**config.mk**
```make
export PLATFORM = sky130hd
export DESIGN_NAME = extended_memory_decoder
export DESIGN_NICKNAME = d
export VERILOG_FILES = /design/src/logic/xmem_decode_pkg.sv /design/src/logic/extended_memory_decoder.sv
export SDC_FILE = /design/constraint.sdc
export NUM_CORES = 1
export LEC_CHECK = 0
export BUFFER_PORTS_ARGS = -buffer_cell sky130_fd_sc_hd__buf_2
export CORE_ASPECT_RATIO = 1.4
export CORE_MARGIN = 2
export CORE_UTILIZATION = 39
export DETAILED_ROUTE_END_ITERATION = 16
export PLACE_DENSITY = 0.58
export SYNTH_ARGS = -nofsm -noshare
export SYNTH_HDL_FRONTEND = slang
export SYNTH_SLANG_ARGS = --single-unit
```
**constraint.sdc**
```tcl
create_clock -name pclk -period 10.5 [get_ports pclk]
set_clock_uncertainty 0.2 [all_clocks]
set_input_delay 0.525 -clock pclk [delete_from_list [all_inputs] [get_ports pclk]]
set_output_delay 0.525 -clock pclk [all_outputs]
set_load 0.02 [all_outputs]
```
**src/logic/xmem_decode_pkg.sv**
```systemverilog
// Constants and types for the extended memory decoder
package xmem_decode_pkg;

   // APB register byte offsets
   localparam logic [7:0] OFF_CEILING    = 8'h00;
   localparam logic [7:0] OFF_CONTROL    = 8'h04;
   localparam logic [7:0] OFF_HIGH_MGMT_SEGMENT_BASE  = 8'h08;
   localparam logic [7:0] OFF_GFX_LOCAL  = 8'h0C;
   localparam logic [7:0] OFF_GFX_LOCLIM = 8'h10;
   localparam logic [7:0] OFF_GFX_MMIO   = 8'h14;
   localparam logic [7:0] OFF_GFX_MMLIM  = 8'h18;
   localparam logic [7:0] OFF_WIN_BASE   = 8'h1C;
   localparam logic [7:0] OFF_WIN_LIMIT  = 8'h20;
   localparam logic [7:0] OFF_PF_BASE    = 8'h24;
   localparam logic [7:0] OFF_PF_LIMIT   = 8'h28;
   localparam logic [7:0] OFF_AP_BASE    = 8'h2C;
   localparam logic [7:0] OFF_AP_SIZE    = 8'h30;
   localparam logic [7:0] OFF_STATUS     = 8'h34;

   // Control register bit positions
   localparam int CTL_HOLE_EN  = 0;
   localparam int CTL_HIGH_MGMT_SEGMENT_EN  = 1;
   localparam int CTL_TOP_MGMT_SEGMENT_EN  = 2;
   localparam int CTL_UPPER_MGMT_SIZE_FIELD     = 3;
   localparam int CTL_GFX_INT  = 4;
   localparam int CTL_GFX_PORT = 5;
   localparam logic [31:0] CTL_MASK  = 32'h0000003F;
   localparam logic [31:0] CTL_RESET = 32'h00000000;

   // Address map constants
   localparam logic [31:0] ONE_MB       = 32'h00100000;
   localparam logic [31:0] HALF_MB      = 32'h00080000;
   localparam logic [31:0] CEILING_MAX  = 32'h20000000;
   localparam logic [31:0] CEILING_RST  = 32'h00100000;
   localparam logic [31:0] HOLE_LO      = 32'h00F00000;
   localparam logic [31:0] HOLE_HI      = 32'h01000000;
   localparam logic [31:0] HIGH_MGMT_SEGMENT_SIZE    = 32'h00020000;
   localparam logic [31:0] HIGH_MGMT_SEGMENT_RST     = 32'h000A0000;
   localparam logic [31:0] LEGACY_SMM   = 32'h000A0000;
   localparam logic [31:0] IOIC_LO      = 32'hFEC00000;
   localparam logic [31:0] IOIC_HI      = 32'hFECFFFFF;
   localparam logic [31:0] LAPIC_LO     = 32'hFEE00000;
   localparam logic [31:0] LAPIC_HI     = 32'hFEEFFFFF;
   localparam logic [31:0] FIXED_HUB_LO = 32'hFED00000;
   localparam logic [31:0] FIRMWARE_LO  = 32'hFFE00000;

   // Requesting agents
   typedef enum logic [1:0] {
      SRC_CPU,
      SRC_HUB,
      SRC_GFX
   } source_t;

   // Destinations
   typedef enum logic [2:0] {
      TGT_DRAM,
      TGT_HUB,
      TGT_IGD,
      TGT_PORT,
      TGT_ABORT,
      TGT_BLOCK
   } target_t;

endpackage : xmem_decode_pkg

```
**src/logic/extended_memory_decoder.sv**
```systemverilog
// Extended memory region decoder with APB configuration registers

// What this block does
// RULE1: 1 MB to ceiling goes to DRAM
// RULE2: DRAM ceiling capped at 512 MB
// RULE3: Enabled 15-16 MB hole goes to hub
// RULE4: Memory under hole is never relocated
// RULE5: Management-mode high segment maps to A0000-BFFFF
// RULE6: Non-management high segment aborts, write-back remapped
// RULE7: DRAM behind high segment stays inaccessible
// RULE8: Hub and port masters kept from management memory
// RULE9: Top segment below ceiling, identity mapped
// RULE10: Non-management top segment blocked, write-back allowed
// RULE11: Size field picks 512 KB or 1 MB
// RULE12: Blocked top segment accesses go to hub
// RULE13: Ceiling to 4 GB defaults to hub
// RULE14: Internal graphics ranges go to graphics
// RULE15: Port window ranges go to port
// RULE16: Aperture range goes to DRAM
// RULE17: Software keeps windows clear of fixed ranges
// RULE18: Interrupt controller range goes to hub
// RULE19: Interrupt controller range never to port
// RULE20: FED0_0000h to firmware goes to hub
// RULE21: Top 2 MB firmware goes to hub
// RULE22: Translated requests also kept from management memory
// RULE23: Management segments decoded before other ranges; the code decodes the region below 1 MB ahead of them
module extended_memory_decoder
   import xmem_decode_pkg::*;
(
   // Clock and reset
   input  wire logic        pclk,
   input  wire logic        presetn,
   // APB slave
   input  wire logic        psel,
   input  wire logic        penable,
   input  wire logic        pwrite,
   input  wire logic [7:0]  paddr,
   input  wire logic [31:0] pwdata,
   output logic      [31:0] prdata,
   output logic             pready,
   output logic             pslverr,
   // Access request
   input  wire logic        req_valid,
   input  wire logic [31:0] req_addr,
   input  wire source_t     req_source,
   input  wire logic        req_mgmt_mode,
   input  wire logic        req_writeback,
   input  wire logic        req_translated,
   // Decode result
   output logic             dec_valid,
   output target_t          dec_target,
   output logic      [31:0] dec_addr
);

   logic [31:0] ceiling_q;
   logic [31:0] control_q;
   logic [31:0] high_mgmt_segment_base_q;
   logic [31:0] gfx_lo_q;
   logic [31:0] gfx_hi_q;
   logic [31:0] mmio_lo_q;
   logic [31:0] mmio_hi_q;
   logic [31:0] win_lo_q;
   logic [31:0] win_hi_q;
   logic [31:0] pf_lo_q;
   logic [31:0] pf_hi_q;
   logic [31:0] ap_base_q;
   logic [31:0] ap_size_q;
   logic [7:0]  hits_q;
   logic        dec_valid_q;
   target_t     dec_target_q;
   logic [31:0] dec_addr_q;

   // APB decode
   wire logic apb_wr     = psel & penable & pwrite;
   wire logic apb_access = psel & penable;
   wire logic sel_known  = (paddr[1:0] == 2'h0) && (paddr <= OFF_STATUS);

   always_ff @(posedge pclk or negedge presetn)
   begin
      if (!presetn)
      begin
         ceiling_q   <= CEILING_RST;
         control_q   <= CTL_RESET;
         high_mgmt_segment_base_q <= HIGH_MGMT_SEGMENT_RST;
         gfx_lo_q    <= 32'h00000000;
         gfx_hi_q    <= 32'h00000000;
         mmio_lo_q   <= 32'h00000000;
         mmio_hi_q   <= 32'h00000000;
         win_lo_q    <= 32'h00000000;
         win_hi_q    <= 32'h00000000;
         pf_lo_q     <= 32'h00000000;
         pf_hi_q     <= 32'h00000000;
         ap_base_q   <= 32'h00000000;
         ap_size_q   <= 32'h00000000;
      end
      else if (apb_wr)
      begin
         unique case (paddr)
            OFF_CEILING:    ceiling_q <= (pwdata > CEILING_MAX) ? CEILING_MAX : pwdata; // [RULE2]
            OFF_CONTROL:    control_q   <= pwdata & CTL_MASK;
            OFF_HIGH_MGMT_SEGMENT_BASE:  high_mgmt_segment_base_q <= pwdata;
            OFF_GFX_LOCAL:  gfx_lo_q    <= pwdata;
            OFF_GFX_LOCLIM: gfx_hi_q    <= pwdata;
            OFF_GFX_MMIO:   mmio_lo_q   <= pwdata;
            OFF_GFX_MMLIM:  mmio_hi_q   <= pwdata;
            OFF_WIN_BASE:   win_lo_q    <= pwdata;
            OFF_WIN_LIMIT:  win_hi_q    <= pwdata;
            OFF_PF_BASE:    pf_lo_q     <= pwdata;
            OFF_PF_LIMIT:   pf_hi_q     <= pwdata;
            OFF_AP_BASE:    ap_base_q   <= pwdata;
            OFF_AP_SIZE:    ap_size_q   <= pwdata;
            default:        ;
         endcase
      end
   end

   // Configuration bits
   wire logic hole_en  = control_q[CTL_HOLE_EN];
   wire logic high_mgmt_segment_en  = control_q[CTL_HIGH_MGMT_SEGMENT_EN];
   wire logic top_mgmt_segment_en  = control_q[CTL_TOP_MGMT_SEGMENT_EN];
   wire logic upper_mgmt_size_field_1mb = control_q[CTL_UPPER_MGMT_SIZE_FIELD];
   wire logic gfx_int  = control_q[CTL_GFX_INT];
   wire logic gfx_port = control_q[CTL_GFX_PORT];

   // Range hits
   wire logic [31:0] a         = req_addr;
   wire logic [31:0] top_mgmt_segment_size = upper_mgmt_size_field_1mb ? ONE_MB : HALF_MB; // [RULE11]
   wire logic [31:0] top_mgmt_segment_lo   = ceiling_q - top_mgmt_segment_size; // [RULE9]
   wire logic [31:0] high_mgmt_segment_off  = a - high_mgmt_segment_base_q;
   wire logic in_ext     = a >= ONE_MB;
   wire logic in_dram    = in_ext && (a < ceiling_q); // [RULE1]
   wire logic in_hole    = hole_en && (a >= HOLE_LO) && (a < HOLE_HI); // [RULE3]
   wire logic in_high_mgmt_segment    = high_mgmt_segment_en && (a >= high_mgmt_segment_base_q) && (high_mgmt_segment_off < HIGH_MGMT_SEGMENT_SIZE);
   wire logic in_top_mgmt_segment    = top_mgmt_segment_en && (a >= top_mgmt_segment_lo) && (a < ceiling_q);
   wire logic in_ioic    = (a >= IOIC_LO) && (a <= IOIC_HI);
   wire logic in_lapic   = (a >= LAPIC_LO) && (a <= LAPIC_HI);
   wire logic in_fixhub  = (a >= FIXED_HUB_LO) && (a < FIRMWARE_LO);
   wire logic in_fw      = a >= FIRMWARE_LO;
   wire logic in_fixed   = in_ioic | in_lapic | in_fixhub | in_fw;
   wire logic in_gfx     = gfx_int && (((a >= gfx_lo_q) && (a <= gfx_hi_q))
                                  || ((a >= mmio_lo_q) && (a <= mmio_hi_q)));
   wire logic in_win     = gfx_port && (((a >= win_lo_q) && (a <= win_hi_q))
                                    || ((a >= pf_lo_q) && (a <= pf_hi_q)));
   wire logic [31:0] ap_off = a - ap_base_q;
   wire logic in_ap      = gfx_port && (a >= ap_base_q) && (ap_off < ap_size_q);
   wire logic is_cpu     = req_source == SRC_CPU;
   wire logic cpu_smm_ok = is_cpu && (req_mgmt_mode || req_writeback);

   // Priority: region below 1 MB, management segments, fixed ranges, hole, DRAM, graphics windows
   target_t     tgt;
   logic [31:0] out_addr;
   always_comb
   begin
      tgt      = TGT_HUB; // [RULE13]
      out_addr = a;
      if (!in_ext)
      begin
         tgt = TGT_HUB;
      end
      else if (in_high_mgmt_segment) // [RULE23]
      begin
         if (cpu_smm_ok)
         begin
            tgt      = TGT_DRAM; // [RULE5] [RULE6]
            out_addr = LEGACY_SMM + high_mgmt_segment_off; // [RULE7]
         end
         else if (is_cpu)
            tgt = TGT_ABORT; // [RULE6]
         else
            tgt = TGT_BLOCK; // [RULE8] [RULE22]
      end
      else if (in_top_mgmt_segment) // [RULE23]
      begin
         if (cpu_smm_ok)
            tgt = TGT_DRAM; // [RULE9] [RULE10]
         else if (is_cpu || !req_translated)
            tgt = TGT_HUB; // [RULE10] [RULE12]
         else
            tgt = TGT_BLOCK; // [RULE22]
      end
      else if (in_fixed)
         tgt = TGT_HUB; // [RULE18] [RULE19] [RULE20] [RULE21]
      else if (in_hole)
         tgt = TGT_HUB; // [RULE3] [RULE4]
      else if (in_dram)
         tgt = TGT_DRAM; // [RULE1]
      else if (in_gfx)
         tgt = TGT_IGD; // [RULE14]
      else if (in_win)
         tgt = TGT_PORT; // [RULE15]
      else if (in_ap)
         tgt = TGT_DRAM; // [RULE16]
   end

   always_ff @(posedge pclk or negedge presetn)
   begin
      if (!presetn)
      begin
         dec_valid_q  <= 1'b0;
         dec_target_q <= TGT_HUB;
         dec_addr_q   <= 32'h00000000;
         hits_q       <= 8'h00;
      end
      else
      begin
         dec_valid_q <= req_valid;
         if (req_valid)
         begin
            dec_target_q <= tgt;
            dec_addr_q   <= out_addr;
            if ((tgt == TGT_ABORT) || (tgt == TGT_BLOCK))
               hits_q <= hits_q + 8'h01;
         end
      end
   end

   assign dec_valid  = dec_valid_q;
   assign dec_target = dec_target_q;
   assign dec_addr   = dec_addr_q;

   // APB read mux; single-cycle answer
   logic [31:0] rd_mux;
   always_comb
   begin
      unique case (paddr)
         OFF_CEILING:    rd_mux = ceiling_q;
         OFF_CONTROL:    rd_mux = control_q;
         OFF_HIGH_MGMT_SEGMENT_BASE:  rd_mux = high_mgmt_segment_base_q;
         OFF_GFX_LOCAL:  rd_mux = gfx_lo_q;
         OFF_GFX_LOCLIM: rd_mux = gfx_hi_q;
         OFF_GFX_MMIO:   rd_mux = mmio_lo_q;
         OFF_GFX_MMLIM:  rd_mux = mmio_hi_q;
         OFF_WIN_BASE:   rd_mux = win_lo_q;
         OFF_WIN_LIMIT:  rd_mux = win_hi_q;
         OFF_PF_BASE:    rd_mux = pf_lo_q;
         OFF_PF_LIMIT:   rd_mux = pf_hi_q;
         OFF_AP_BASE:    rd_mux = ap_base_q;
         OFF_AP_SIZE:    rd_mux = ap_size_q;
         OFF_STATUS:     rd_mux = {24'h000000, hits_q};
         default:        rd_mux = 32'h00000000;
      endcase
   end

   assign prdata  = (apb_access && !pwrite) ? rd_mux : 32'h00000000;
   assign pready  = 1'b1;
   assign pslverr = apb_access && !sel_known;

   // Checks
   ceiling_cap_a: assert property (@(posedge pclk) disable iff (!presetn) // [RULE2]
      ceiling_q <= CEILING_MAX)
      else $error("ceiling above limit");
   hole_hub_a: assert property (@(posedge pclk) disable iff (!presetn) // [RULE3]
      (req_valid && in_hole && !in_high_mgmt_segment && !in_top_mgmt_segment) |=> (dec_target == TGT_HUB))
      else $error("hole not routed to hub");
   high_mgmt_segment_remap_a: assert property (@(posedge pclk) disable iff (!presetn) // [RULE5]
      (req_valid && in_ext && in_high_mgmt_segment && is_cpu && req_mgmt_mode)
      |=> (dec_target == TGT_DRAM) && (dec_addr == LEGACY_SMM + $past(high_mgmt_segment_off)))
      else $error("high segment not remapped");
   high_mgmt_segment_abort_a: assert property (@(posedge pclk) disable iff (!presetn) // [RULE6]
      (req_valid && in_ext && in_high_mgmt_segment && is_cpu && !req_mgmt_mode && !req_writeback)
      |=> dec_target == TGT_ABORT)
      else $error("high segment not aborted");
   mgmt_block_a: assert property (@(posedge pclk) disable iff (!presetn) // [RULE8]
      (req_valid && in_ext && (in_high_mgmt_segment || in_top_mgmt_segment) && !is_cpu) |=> dec_target != TGT_DRAM)
      else $error("other agent reached management memory");
   top_mgmt_segment_identity_a: assert property (@(posedge pclk) disable iff (!presetn) // [RULE9]
      (req_valid && in_ext && !in_high_mgmt_segment && in_top_mgmt_segment && is_cpu && req_mgmt_mode)
      |=> (dec_target == TGT_DRAM) && (dec_addr == $past(req_addr)))
      else $error("top segment not identity mapped");
   top_mgmt_segment_hub_a: assert property (@(posedge pclk) disable iff (!presetn) // [RULE12]
      (req_valid && in_ext && !in_high_mgmt_segment && in_top_mgmt_segment && is_cpu && !req_mgmt_mode
       && !req_writeback) |=> dec_target == TGT_HUB)
      else $error("top segment not sent to hub");
   ioic_port_a: assert property (@(posedge pclk) disable iff (!presetn) // [RULE19]
      (req_valid && in_ioic) |=> dec_target == TGT_HUB)
      else $error("interrupt range not on hub");
   firmware_hub_a: assert property (@(posedge pclk) disable iff (!presetn) // [RULE21]
      (req_valid && in_fw) |=> dec_target == TGT_HUB)
      else $error("firmware range not on hub");
   dram_route_a: assert property (@(posedge pclk) disable iff (!presetn) // [RULE1]
      (req_valid && in_dram && !in_hole && !in_high_mgmt_segment && !in_top_mgmt_segment && !in_fixed)
      |=> dec_target == TGT_DRAM)
      else $error("DRAM range misrouted");


   // Write-back cycles and other agents on the segments
   high_mgmt_segment_wb_a: assert property (@(posedge pclk) disable iff (!presetn) // [RULE6]
      (req_valid && in_ext && in_high_mgmt_segment && is_cpu && !req_mgmt_mode && req_writeback)
      |=> (dec_target == TGT_DRAM) && (dec_addr == LEGACY_SMM + $past(high_mgmt_segment_off)))
      else $error("write-back not remapped");
   high_mgmt_segment_window_a: assert property (@(posedge pclk) disable iff (!presetn) // [RULE7]
      (req_valid && in_ext && in_high_mgmt_segment && cpu_smm_ok)
      |=> (dec_addr >= LEGACY_SMM) && (dec_addr < LEGACY_SMM + HIGH_MGMT_SEGMENT_SIZE))
      else $error("high segment left legacy window");
   high_mgmt_segment_block_a: assert property (@(posedge pclk) disable iff (!presetn) // [RULE8]
      (req_valid && in_ext && in_high_mgmt_segment && !is_cpu)
      |=> dec_target == TGT_BLOCK)
      else $error("agent not blocked on high segment");
   top_mgmt_segment_wb_a: assert property (@(posedge pclk) disable iff (!presetn) // [RULE10]
      (req_valid && in_ext && !in_high_mgmt_segment && in_top_mgmt_segment && is_cpu && !req_mgmt_mode && req_writeback)
      |=> (dec_target == TGT_DRAM) && (dec_addr == $past(req_addr)))
      else $error("write-back missed top segment");
   top_mgmt_segment_block_a: assert property (@(posedge pclk) disable iff (!presetn) // [RULE22]
      (req_valid && in_ext && !in_high_mgmt_segment && in_top_mgmt_segment && !is_cpu && req_translated)
      |=> dec_target == TGT_BLOCK)
      else $error("translated request reached top segment");
   top_mgmt_segment_first_a: assert property (@(posedge pclk) disable iff (!presetn) // [RULE23]
      (req_valid && in_ext && !in_high_mgmt_segment && in_top_mgmt_segment && !cpu_smm_ok)
      |=> dec_target != TGT_DRAM)
      else $error("top segment lost priority");
   top_mgmt_segment_size_a: assert property (@(posedge pclk) disable iff (!presetn) // [RULE11]
      (req_valid && in_top_mgmt_segment)
      |-> (ceiling_q - a) <= (upper_mgmt_size_field_1mb ? ONE_MB : HALF_MB))
      else $error("top segment size wrong");

   // Fixed ranges, hole and the low region
   ioic_hub_a: assert property (@(posedge pclk) disable iff (!presetn) // [RULE18]
      (req_valid && in_ioic && !in_high_mgmt_segment && !in_top_mgmt_segment)
      |=> (dec_target == TGT_HUB) && (dec_addr == $past(req_addr)))
      else $error("interrupt unit not forwarded");
   ioic_not_port_a: assert property (@(posedge pclk) disable iff (!presetn) // [RULE19]
      (req_valid && in_ioic)
      |=> dec_target != TGT_PORT)
      else $error("interrupt range sent to port");
   fixhub_a: assert property (@(posedge pclk) disable iff (!presetn) // [RULE20]
      (req_valid && in_ext && !in_high_mgmt_segment && !in_top_mgmt_segment && in_fixhub)
      |=> dec_target == TGT_HUB)
      else $error("fixed hub range misrouted");
   hole_keep_a: assert property (@(posedge pclk) disable iff (!presetn) // [RULE4]
      (req_valid && in_hole && !in_high_mgmt_segment && !in_top_mgmt_segment)
      |=> dec_addr == $past(req_addr))
      else $error("hole address relocated");
   low_hub_a: assert property (@(posedge pclk) disable iff (!presetn) // [RULE1]
      (req_valid && !in_ext)
      |=> dec_target == TGT_HUB)
      else $error("low region misrouted");
   ceiling_clip_a: assert property (@(posedge pclk) disable iff (!presetn) // [RULE2]
      (apb_wr && (paddr == OFF_CEILING) && (pwdata > CEILING_MAX))
      |=> ceiling_q == CEILING_MAX)
      else $error("ceiling write not clipped");

   // Decode handshake
   dec_pulse_a: assert property (@(posedge pclk) disable iff (!presetn) // [RULE1]
      req_valid
      |=> dec_valid)
      else $error("decode answer missing");
   dec_idle_a: assert property (@(posedge pclk) disable iff (!presetn) // [RULE1]
      !req_valid
      |=> !dec_valid)
      else $error("decode answer without request");

   // Range above the ceiling
   wire logic above_ceil = in_ext && !in_high_mgmt_segment && !in_top_mgmt_segment && !in_fixed && !in_hole && !in_dram;
   pci_default_a: assert property (@(posedge pclk) disable iff (!presetn) // [RULE13]
      (req_valid && above_ceil && !in_gfx && !in_win && !in_ap)
      |=> dec_target == TGT_HUB)
      else $error("default range not on hub");
   igd_route_a: assert property (@(posedge pclk) disable iff (!presetn) // [RULE14]
      (req_valid && above_ceil && in_gfx)
      |=> dec_target == TGT_IGD)
      else $error("graphics range misrouted");
   port_route_a: assert property (@(posedge pclk) disable iff (!presetn) // [RULE15]
      (req_valid && above_ceil && !in_gfx && in_win)
      |=> dec_target == TGT_PORT)
      else $error("port window misrouted");
   aperture_dram_a: assert property (@(posedge pclk) disable iff (!presetn) // [RULE16]
      (req_valid && above_ceil && !in_gfx && !in_win && in_ap)
      |=> dec_target == TGT_DRAM)
      else $error("aperture not on DRAM");

   cov_block_c: cover property (@(posedge pclk) disable iff (!presetn)
      dec_valid && dec_target == TGT_BLOCK);
   cov_dram_c: cover property (@(posedge pclk) disable iff (!presetn)
      dec_valid && dec_target == TGT_DRAM);
   cov_abort_c: cover property (@(posedge pclk) disable iff (!presetn)
      dec_valid && dec_target == TGT_ABORT);
   cov_port_c: cover property (@(posedge pclk) disable iff (!presetn)
      dec_valid && dec_target == TGT_PORT);
   cov_igd_c: cover property (@(posedge pclk) disable iff (!presetn)
      dec_valid && dec_target == TGT_IGD);

endmodule : extended_memory_decoder

```
==> impl_metrics.json, run 1 <==
{
  "synth_fp_nets": 3670,
  "route.antenna.remaining_nets": 0,
  "crit_path_max_fanout": 6,
  "drt_wl_total_mm": 124,
  "io_buffer_count": 151,
  "finalPower_w": 0.00425,
  "design.portCount": 153,
  "reg2reg_depth": 24,
  "placement_rows": 123,
  "worstSkewPairLatency_ns": 0.63,
  "grt_overflow_total": 0,
  "grt_util_all_layers_pct": 29.3,
  "max_slew.worst_pin.slew_ns": 1.30,
  "timing.final.max_slew_violations": 0,
  "setup.worst_path.end_class": "flip-flop",
  "antenna_found_initial": 9,
  "rsz0062_at_grt": "false",
  "layout_worst_path_cycle_share_pct": 56.4,
  "layout_nets": 3768,
  "global_route_wire_length_before_repair_mm": 180,
  "wire_length_per_cell_after_detailed_routing_um": 28.2,
  "critical_path_launch_point_type": "flip-flop",
  "endpoint": "dec_target[0]",
  "avgSynthCellArea_um2": 9.88,
  "critical_path_required_ns": 10.82,
  "vias": 26500,
  "run_status": "finished, final reports clean",
  "place_congestion": 0.928,
  "yosys_warnings": 0,
  "synth_cells": 3184,
  "seqCellArea_um2": 10900,
  "tritoncts": "done",
  "critical_path.reg2reg.startpoint": "ap_base_q[8]",
  "synth_enable_flop_cells": 0,
  "synth-async-reset-ratio_pct": 100,
  "synth_cell_types": 82,
  "die_width_um": 244,
  "clockRootBuffer": "sky130_fd_sc_hd__clkbuf_16",
  "power_per_cell_area_nw_per_um2": 121,
  "mappedNetlistArea_um2": 31500,
  "final_hold_viol_count": 0,
  "r2r_end": "dec_target[0]",
  "synth-main-ff-cell": "sky130_fd_sc_hd__dfrtp_1",
  "ys_ff_latch": 434,
  "timing.max_slew.rel_slack_pct": 12.3,
  "grt_start_max_net_pins": 137,
  "timing.setup.critical_path_class": "reg -> reg",
  "coreArea_um2": 80200,
  "timing.critical_path.from": "ap_base_q[8]",
  "synth_seq_area_share_pct": 34.5,
  "critical_path_arrival_ns": 6.24,
  "timing.final.setup_violations": 0,
  "cellLeakagePower_nw": 15.8,
  "clk_transition_reported_paths_ns": 0.07,
  "layout_common_cells": "430 x sky130_fd_sc_hd__dfrtp_1, 405 x sky130_fd_sc_hd__inv_1, 400 x sky130_fd_sc_hd__ha_1",
  "floorplan.die.height_um": 340,
  "insertedDiodeCount": 0,
  "cts_inserted_buffers": 49,
  "die_area_um2": 83000,
  "time_the_final_worst_path_needs_with_i_o_delays_and_setup_ns": 5.92,
  "htreeDepth": 2,
  "final.fill_count": 7832,
  "clock.fmax_mhz": 169,
  "drive_above_1_share_pct": 20.9,
  "layout_commonest_cell": "sky130_fd_sc_hd__dfrtp_1",
  "area.growth.synth_to_final_pct": 11.8,
  "drt-vias-per-instance": 6.04,
  "timing.reg2reg.setup_slack_ns": 4.58,
  "first_pass_iters": 5,
  "max-cap-violations": 0,
  "multi_input_area_um2": 18600,
  "place.detailed.hpwl_mm": 89.2,
  "cts_sinks": 434,
  "detail_route.drc_violations": 0,
  "sum_neg_setup_slack_ns": 0,
  "setup_slack_ns": 4.58,
  "start_util_pct": 39.3,
  "pre_cts_slack_ns": 4.24,
  "worst_hold_path_type": "in -> reg",
  "vdd_ir_drop_max_v": 0.000112,
  "drt_iter0_drc": 2109,
  "cts_max_path_buffers": 3,
  "number_of_global_route_vias_before_repair": 26500
}
## worst max-delay path: stages (launching register included)
cell and delay (ns):
sky130_fd_sc_hd__dfrtp_1 0.36, sky130_fd_sc_hd__inv_1 0.05, sky130_fd_sc_hd__ha_1 0.36, sky130_fd_sc_hd__a2111oi_0 0.71, sky130_fd_sc_hd__nand2_1 0.15, sky130_fd_sc_hd__or4_1 0.40
sky130_fd_sc_hd__o21ai_0 0.24, sky130_fd_sc_hd__a21oi_1 0.18, sky130_fd_sc_hd__o21bai_1 0.26, sky130_fd_sc_hd__a31oi_1 0.15, sky130_fd_sc_hd__a21o_1 0.17, sky130_fd_sc_hd__a21oi_1 0.17
sky130_fd_sc_hd__xnor2_1 0.14, sky130_fd_sc_hd__ha_1 0.26, sky130_fd_sc_hd__a21o_1 0.16, sky130_fd_sc_hd__a21o_1 0.17, sky130_fd_sc_hd__a21oi_1 0.15, sky130_fd_sc_hd__nor2_1 0.06
sky130_fd_sc_hd__nor4bb_1 0.48, sky130_fd_sc_hd__nand4_1 0.18, sky130_fd_sc_hd__or3_1 0.36, sky130_fd_sc_hd__nand3_1 0.10, sky130_fd_sc_hd__a31oi_1 0.08, sky130_fd_sc_hd__a21oi_1 0.19
sky130_fd_sc_hd__a31oi_1 0.11
## power breakdown
part	switching [W]	internal, W	leakage, nW	total [W]
clock network	0.000767	0.00113	0.850	0.00190
logic	0.000400	0.000221	9.04	0.000621
registers	0.0000284	0.00171	5.94	0.00173
## worst min path at each step
stage,start,end,cells after the start
finish,pwdata[16],ceiling_q[16],2
global route,pwdata[16],ceiling_q[16],2
CTS,pwdata[16],ceiling_q[16],2
detailed placement,dec_target[2],dec_target[2],1
global placement,dec_target[2],dec_target[2],1
floorplan,presetn,ap_base_q[0],0
## repair_timing
action                                  in CTS  in global routing
endpoints found under the setup margin       0                  0
resized for setup                            0                  0
endpoints found under the hold margin       89                  0
setup buffers                                0                  0
hold buffers                                 1                  0
## synthesized netlist by cell type (5+ instances only)
| cell type | number | share of area [%] |
|---|---|---|
| sky130_fd_sc_hd__o21ai_0 | 86 | 1.4 |
| sky130_fd_sc_hd__nor2b_1 | 34 | 0.68 |
| sky130_fd_sc_hd__a22o_1 | 116 | 3.2 |
| sky130_fd_sc_hd__nand4_1 | 90 | 1.8 |
| sky130_fd_sc_hd__dfrtp_1 | 430 | 34 |
| sky130_fd_sc_hd__a21boi_0 | 5 | 0.12 |
| sky130_fd_sc_hd__o21bai_1 | 11 | 0.26 |
| sky130_fd_sc_hd__nor3_1 | 26 | 0.41 |
| sky130_fd_sc_hd__ha_1 | 400 | 16 |
| sky130_fd_sc_hd__a31oi_1 | 43 | 0.85 |
| sky130_fd_sc_hd__nand2_1 | 124 | 1.5 |
| sky130_fd_sc_hd__mux2_2 | 350 | 13 |
| sky130_fd_sc_hd__a21o_1 | 131 | 3.1 |
| sky130_fd_sc_hd__o31ai_1 | 8 | 0.19 |
| sky130_fd_sc_hd__clkbuf_1 | 106 | 1.3 |
| sky130_fd_sc_hd__nand2b_1 | 23 | 0.46 |
| sky130_fd_sc_hd__inv_1 | 405 | 4.8 |
| sky130_fd_sc_hd__a2111oi_0 | 9 | 0.25 |
| sky130_fd_sc_hd__mux2i_1 | 23 | 0.73 |
| sky130_fd_sc_hd__a22oi_1 | 19 | 0.45 |
| sky130_fd_sc_hd__a211o_1 | 5 | 0.14 |
| sky130_fd_sc_hd__xnor2_1 | 55 | 1.5 |
| sky130_fd_sc_hd__a211oi_1 | 20 | 0.48 |
| sky130_fd_sc_hd__buf_2 | 13 | 0.21 |
| sky130_fd_sc_hd__or4_1 | 5 | 0.12 |
| sky130_fd_sc_hd__o21a_1 | 21 | 0.50 |
| sky130_fd_sc_hd__nor4_1 | 22 | 0.44 |
| sky130_fd_sc_hd__and3_1 | 12 | 0.24 |
| sky130_fd_sc_hd__nand3_1 | 31 | 0.49 |
| sky130_fd_sc_hd__or2_2 | 11 | 0.22 |
| sky130_fd_sc_hd__buf_1 | 22 | 0.26 |
| sky130_fd_sc_hd__xor2_1 | 10 | 0.28 |
| sky130_fd_sc_hd__a31o_2 | 16 | 0.45 |
| sky130_fd_sc_hd__a21oi_1 | 173 | 2.8 |
| sky130_fd_sc_hd__a221oi_1 | 100 | 2.8 |
| sky130_fd_sc_hd__o21ai_1 | 6 | 0.095 |
| sky130_fd_sc_hd__nor2_1 | 109 | 1.3 |
| sky130_fd_sc_hd__or3_1 | 6 | 0.12 |
| sky130_fd_sc_hd__o211ai_1 | 24 | 0.57 |
## state kept, by name, summed over array words and instances (netlist names)
register	count
ap_base_q	32
ap_size_q	32
ceiling_q	32
dec_addr	32
gfx_hi_q	32
gfx_lo_q	32
high_mgmt_segment_base_q	32
mmio_hi_q	32
mmio_lo_q	32
pf_hi_q	32
pf_lo_q	32
win_hi_q	32
win_lo_q	32
hits_q	8
control_q	6
dec_target	3
dec_valid	1
## metal layers
metal	part of all wire (%)	wire [um]	GRT usage, %	up-vias
li1	-	-	-	11900
met4	7.0	8690	18.0	12
met3	5.6	6900	4.02	307
met2	48	58900	49.1	963
met5	0.058	72	0	-
met1	40	49000	35.7	13300
## through the flow
stage               hold slack (ns)  std cells  util [%]  instance area [um2]
finish                        0.141       4382      43.9                35200
global route                  0.155       4382      43.9                35200
CTS                           0.117       4382      43.9                35200
detailed placement            0.274       4292      41.7                33400
global placement              0.262       4292      41.7                33400
floorplan                    0.0294       3184         -                31500
## kinds of logic (layout without fill, tap and decap cells)
group | Yosys count | in the layout | synth area share, %
adders and majority gates | 403 | 403 | 16.1
and+or+nand+nor | 519 | 519 | 8.50
DFF | 434 | 434 | 34.5
muxes | 375 | 375 | 13.4
buffers and inverters | 550 | 686 | 6.67
xor gates and xnor gates | 65 | 65 | 1.81
other | 1 | 1 | 0.0119
AOI/OAI and AO/OA | 837 | 837 | 19.0
## cell type report
cell class                      count  area share [%]
Clock buffer                       74            4.15
Clock inverter                     15           0.775
Inverter                          405            4.32
Multi-Input combinational cell   2200            53.0
Sequential cell                   434            30.9
Tap cell                         1062            3.78
Timing Repair Buffer              192            3.13
No activity file was read; power rests on OpenSTA's default activity.
==> run 2: changes to the inputs <==
- clock period: 10.5 -> 5.5 ns (I/O delays scaled with it)
==> run 2 against run 1 <==
Routed wire length increased by 2.8%. Design area increased by 2.8%. Sequential share of layout area decreased by 0.83 points. Core utilization increased by 1.2 points. Count of clock-buffer cells in the layout decreased by 7. Total power increased by 91%. Largest power group unchanged. Highest routed layer unchanged.
==> impl_metrics.json, run 2 (synthesis results as in run 1) <==
{
  "pre_cts_slack_ns": -0.160,
  "die_width_um": 244,
  "post-route-util_pct": 45.1,
  "placement_rows": 123,
  "area.growth.synth_to_final_pct": 14.9,
  "die_area_um2": 83000,
  "critical-path-slowest-cell": "sky130_fd_sc_hd__or4_1",
  "timing.max_slew.rel_slack_pct": 21.1,
  "time_the_final_worst_path_needs_with_i_o_delays_and_setup_ns": 5.15,
  "setup_slack_ns": 0.345,
  "timing.final.max_slew_violations": 0,
  "clock.fmax_mhz": 194,
  "critical_path_arrival_ns": 5.47,
  "layout_worst_path_cycle_share_pct": 93.7,
  "cts_inserted_buffers": 49,
  "drt-vias-per-instance": 6.04,
  "cp_num_buf_inv": 3,
  "max_slew.worst_pin.slew_ns": 1.18,
  "wire_length_per_cell_after_detailed_routing_um": 28.3,
  "global_route_wire_length_before_repair_mm": 183,
  "cts_max_path_buffers": 3,
  "vdd_ir_drop_max_v": 0.000209,
  "antenna_found_initial": 5,
  "run_status": "finished, final reports clean",
  "first_pass_iters": 5,
  "place.detailed.hpwl_mm": 95.2,
  "drt_iter0_drc": 2197,
  "critPathTopFamily": "compound AO/OA/AOI/OAI gates",
  "clk_transition_reported_paths_ns": 0.07,
  "io_buffer_count": 151,
  "worstSkewPairLatency_ns": 0.62,
  "layout_common_cells": "430 x sky130_fd_sc_hd__dfrtp_1, 405 x sky130_fd_sc_hd__inv_1, 399 x sky130_fd_sc_hd__ha_1",
  "start_util_pct": 39.3,
  "layout_nets": 3879,
  "timing.final.setup_violations": 0,
  "clockRootBuffer": "sky130_fd_sc_hd__clkbuf_16",
  "cts_sinks": 434,
  "coreArea_um2": 80200,
  "grt_util_all_layers_pct": 30.1,
  "final_hold_viol_count": 0,
  "drive_above_1_share_pct": 22.6,
  "layout_commonest_cell": "sky130_fd_sc_hd__dfrtp_1",
  "power_per_cell_area_nw_per_um2": 225,
  "critical_path_required_ns": 5.82,
  "critical_path_launch_point_type": "flip-flop",
  "setup.worst_path.end_class": "flip-flop",
  "grt_overflow_total": 0,
  "max_stage_delay_ns": 0.42,
  "critPathMostFrequentCell": "sky130_fd_sc_hd__a21o_1",
  "floorplan.die.height_um": 340,
  "route.antenna.remaining_nets": 0,
  "drt_wl_total_mm": 127,
  "tritoncts": "done",
  "max-cap-violations": 0,
  "grt_start_max_net_pins": 136,
  "detail_route.drc_violations": 0,
  "vias": 27100,
  "design.portCount": 153,
  "crit_path_max_fanout": 3,
  "cellLeakagePower_nw": 16.3,
  "place_congestion": 0.968,
  "htreeDepth": 2,
  "timing.setup.critical_path_class": "reg -> reg",
  "worst_hold_path_type": "in -> async",
  "number_of_global_route_vias_before_repair": 26900,
  "sum_neg_setup_slack_ns": 0
}
==> run 2: cell types whose count changed in the layout (fill, tap and decap cells not counted), moves of 2 or more <==
| cell | before | now |
|---|---|---|
| sky130_fd_sc_hd__a21oi_1 | 173 | 169 |
| sky130_fd_sc_hd__a21oi_2 | 3 | 7 |
| sky130_fd_sc_hd__buf_12 | 2 | 4 |
| sky130_fd_sc_hd__buf_4 | 38 | 106 |
| sky130_fd_sc_hd__clkbuf_8 | 12 | 7 |
| sky130_fd_sc_hd__clkinv_2 | 4 | 6 |
| sky130_fd_sc_hd__clkinv_4 | 3 | 1 |
| sky130_fd_sc_hd__clkinvlp_4 | 0 | 2 |
| sky130_fd_sc_hd__dlygate4sd3_1 | 1 | 42 |
| sky130_fd_sc_hd__o31ai_1 | 8 | 6 |
| sky130_fd_sc_hd__o31ai_2 | 0 | 2 |
==> run 2: metrics by stage <==
| step | area, um2 | cells | power (W) | hold slack (ns) |
|---|---|---|---|---|
| 2_1_floorplan | 31500 | 3184 | 0.00404 | -0.221 |
| 3_3_place_gp | 34000 | 4362 | 0.00457 | 0.113 |
| 3_5_place_dp | 34000 | 4362 | 0.00458 | 0.121 |
| 4_1_cts | 36100 | 4489 | 0.00815 | 0.0126 |
| 5_1_grt | 36200 | 4489 | 0.00839 | 0.0294 |
| 6_report | 36200 | 4490 | 0.00812 | 0.0422 |
==> run 2: per-layer routing <==
layer	share of wire (%)	vias to the layer above	track usage, %
li1	-	12100	-
met5	0.034	-	0
met1	39	13500	36.5
met4	8.4	6	20.9
met2	47	1094	49.2
met3	6.1	364	4.52
==> run 2: what timing repair did <==
action,CTS,global route
resized for setup,2,14
hold buffers,42,0
setup endpoints to repair,1,1
endpoints found under the hold margin,357,0
buffers inserted,0,0
pin swaps,0,8
==> run 2: area by class of cell <==
type,instances,area (um2)
Clock buffer,67,1360
Tap cell,1062,1330
Multi-Input combinational cell,2200,18700
Fill cell,7810,44000
Sequential cell,434,10900
Antenna cell,1,2.50
Timing Repair Buffer,303,2060
Clock inverter,18,293
Inverter,405,1520
==> run 2: worst paths after layout <==
path                         startpoint            end  slack (ns)  cells after the start
setup reg to reg           ap_base_q[8]  dec_target[0]        0.35                     26
hold / removal                  presetn    dec_addr[8]        0.04                      2
setup / recovery           ap_base_q[8]  dec_target[0]        0.35                     26
hold reg to reg            dec_addr[13]   dec_addr[13]        0.29                      2
max in group asynchronous       presetn    pf_lo_q[10]        3.65                      3
min in group pclk          req_addr[31]   dec_addr[31]        0.05                      2
==> run 2: worst reg2reg max path: stages, from the launching register on <==
cell	delay [ns]
sky130_fd_sc_hd__dfrtp_1	0.37
sky130_fd_sc_hd__inv_1	0.09
sky130_fd_sc_hd__ha_4	0.21
sky130_fd_sc_hd__a2111oi_4	0.34
sky130_fd_sc_hd__buf_4	0.17
sky130_fd_sc_hd__nand2_1	0.06
sky130_fd_sc_hd__or4_1	0.42
sky130_fd_sc_hd__o21ai_2	0.19
sky130_fd_sc_hd__buf_4	0.15
sky130_fd_sc_hd__a21oi_2	0.07
sky130_fd_sc_hd__o21bai_2	0.18
sky130_fd_sc_hd__a31oi_2	0.12
sky130_fd_sc_hd__a21o_1	0.17
sky130_fd_sc_hd__a21oi_1	0.16
sky130_fd_sc_hd__xnor2_1	0.13
sky130_fd_sc_hd__ha_1	0.26
sky130_fd_sc_hd__a21o_1	0.16
sky130_fd_sc_hd__a21o_1	0.18
sky130_fd_sc_hd__a21oi_2	0.15
sky130_fd_sc_hd__nor2_1	0.08
sky130_fd_sc_hd__nor4bb_4	0.31
sky130_fd_sc_hd__nand4_1	0.12
sky130_fd_sc_hd__or3_1	0.33
sky130_fd_sc_hd__nand3_1	0.09
sky130_fd_sc_hd__a31oi_1	0.09
sky130_fd_sc_hd__a21oi_1	0.17
sky130_fd_sc_hd__a31oi_1	0.09
==> run 2: report_power, final <==
group	leakage, nW	switching, W	total (W)	internal [W]
clock	0.808	0.00149	0.00355	0.00206
sequential	5.94	0.0000541	0.00331	0.00326
combinational	9.55	0.000792	0.00126	0.000469
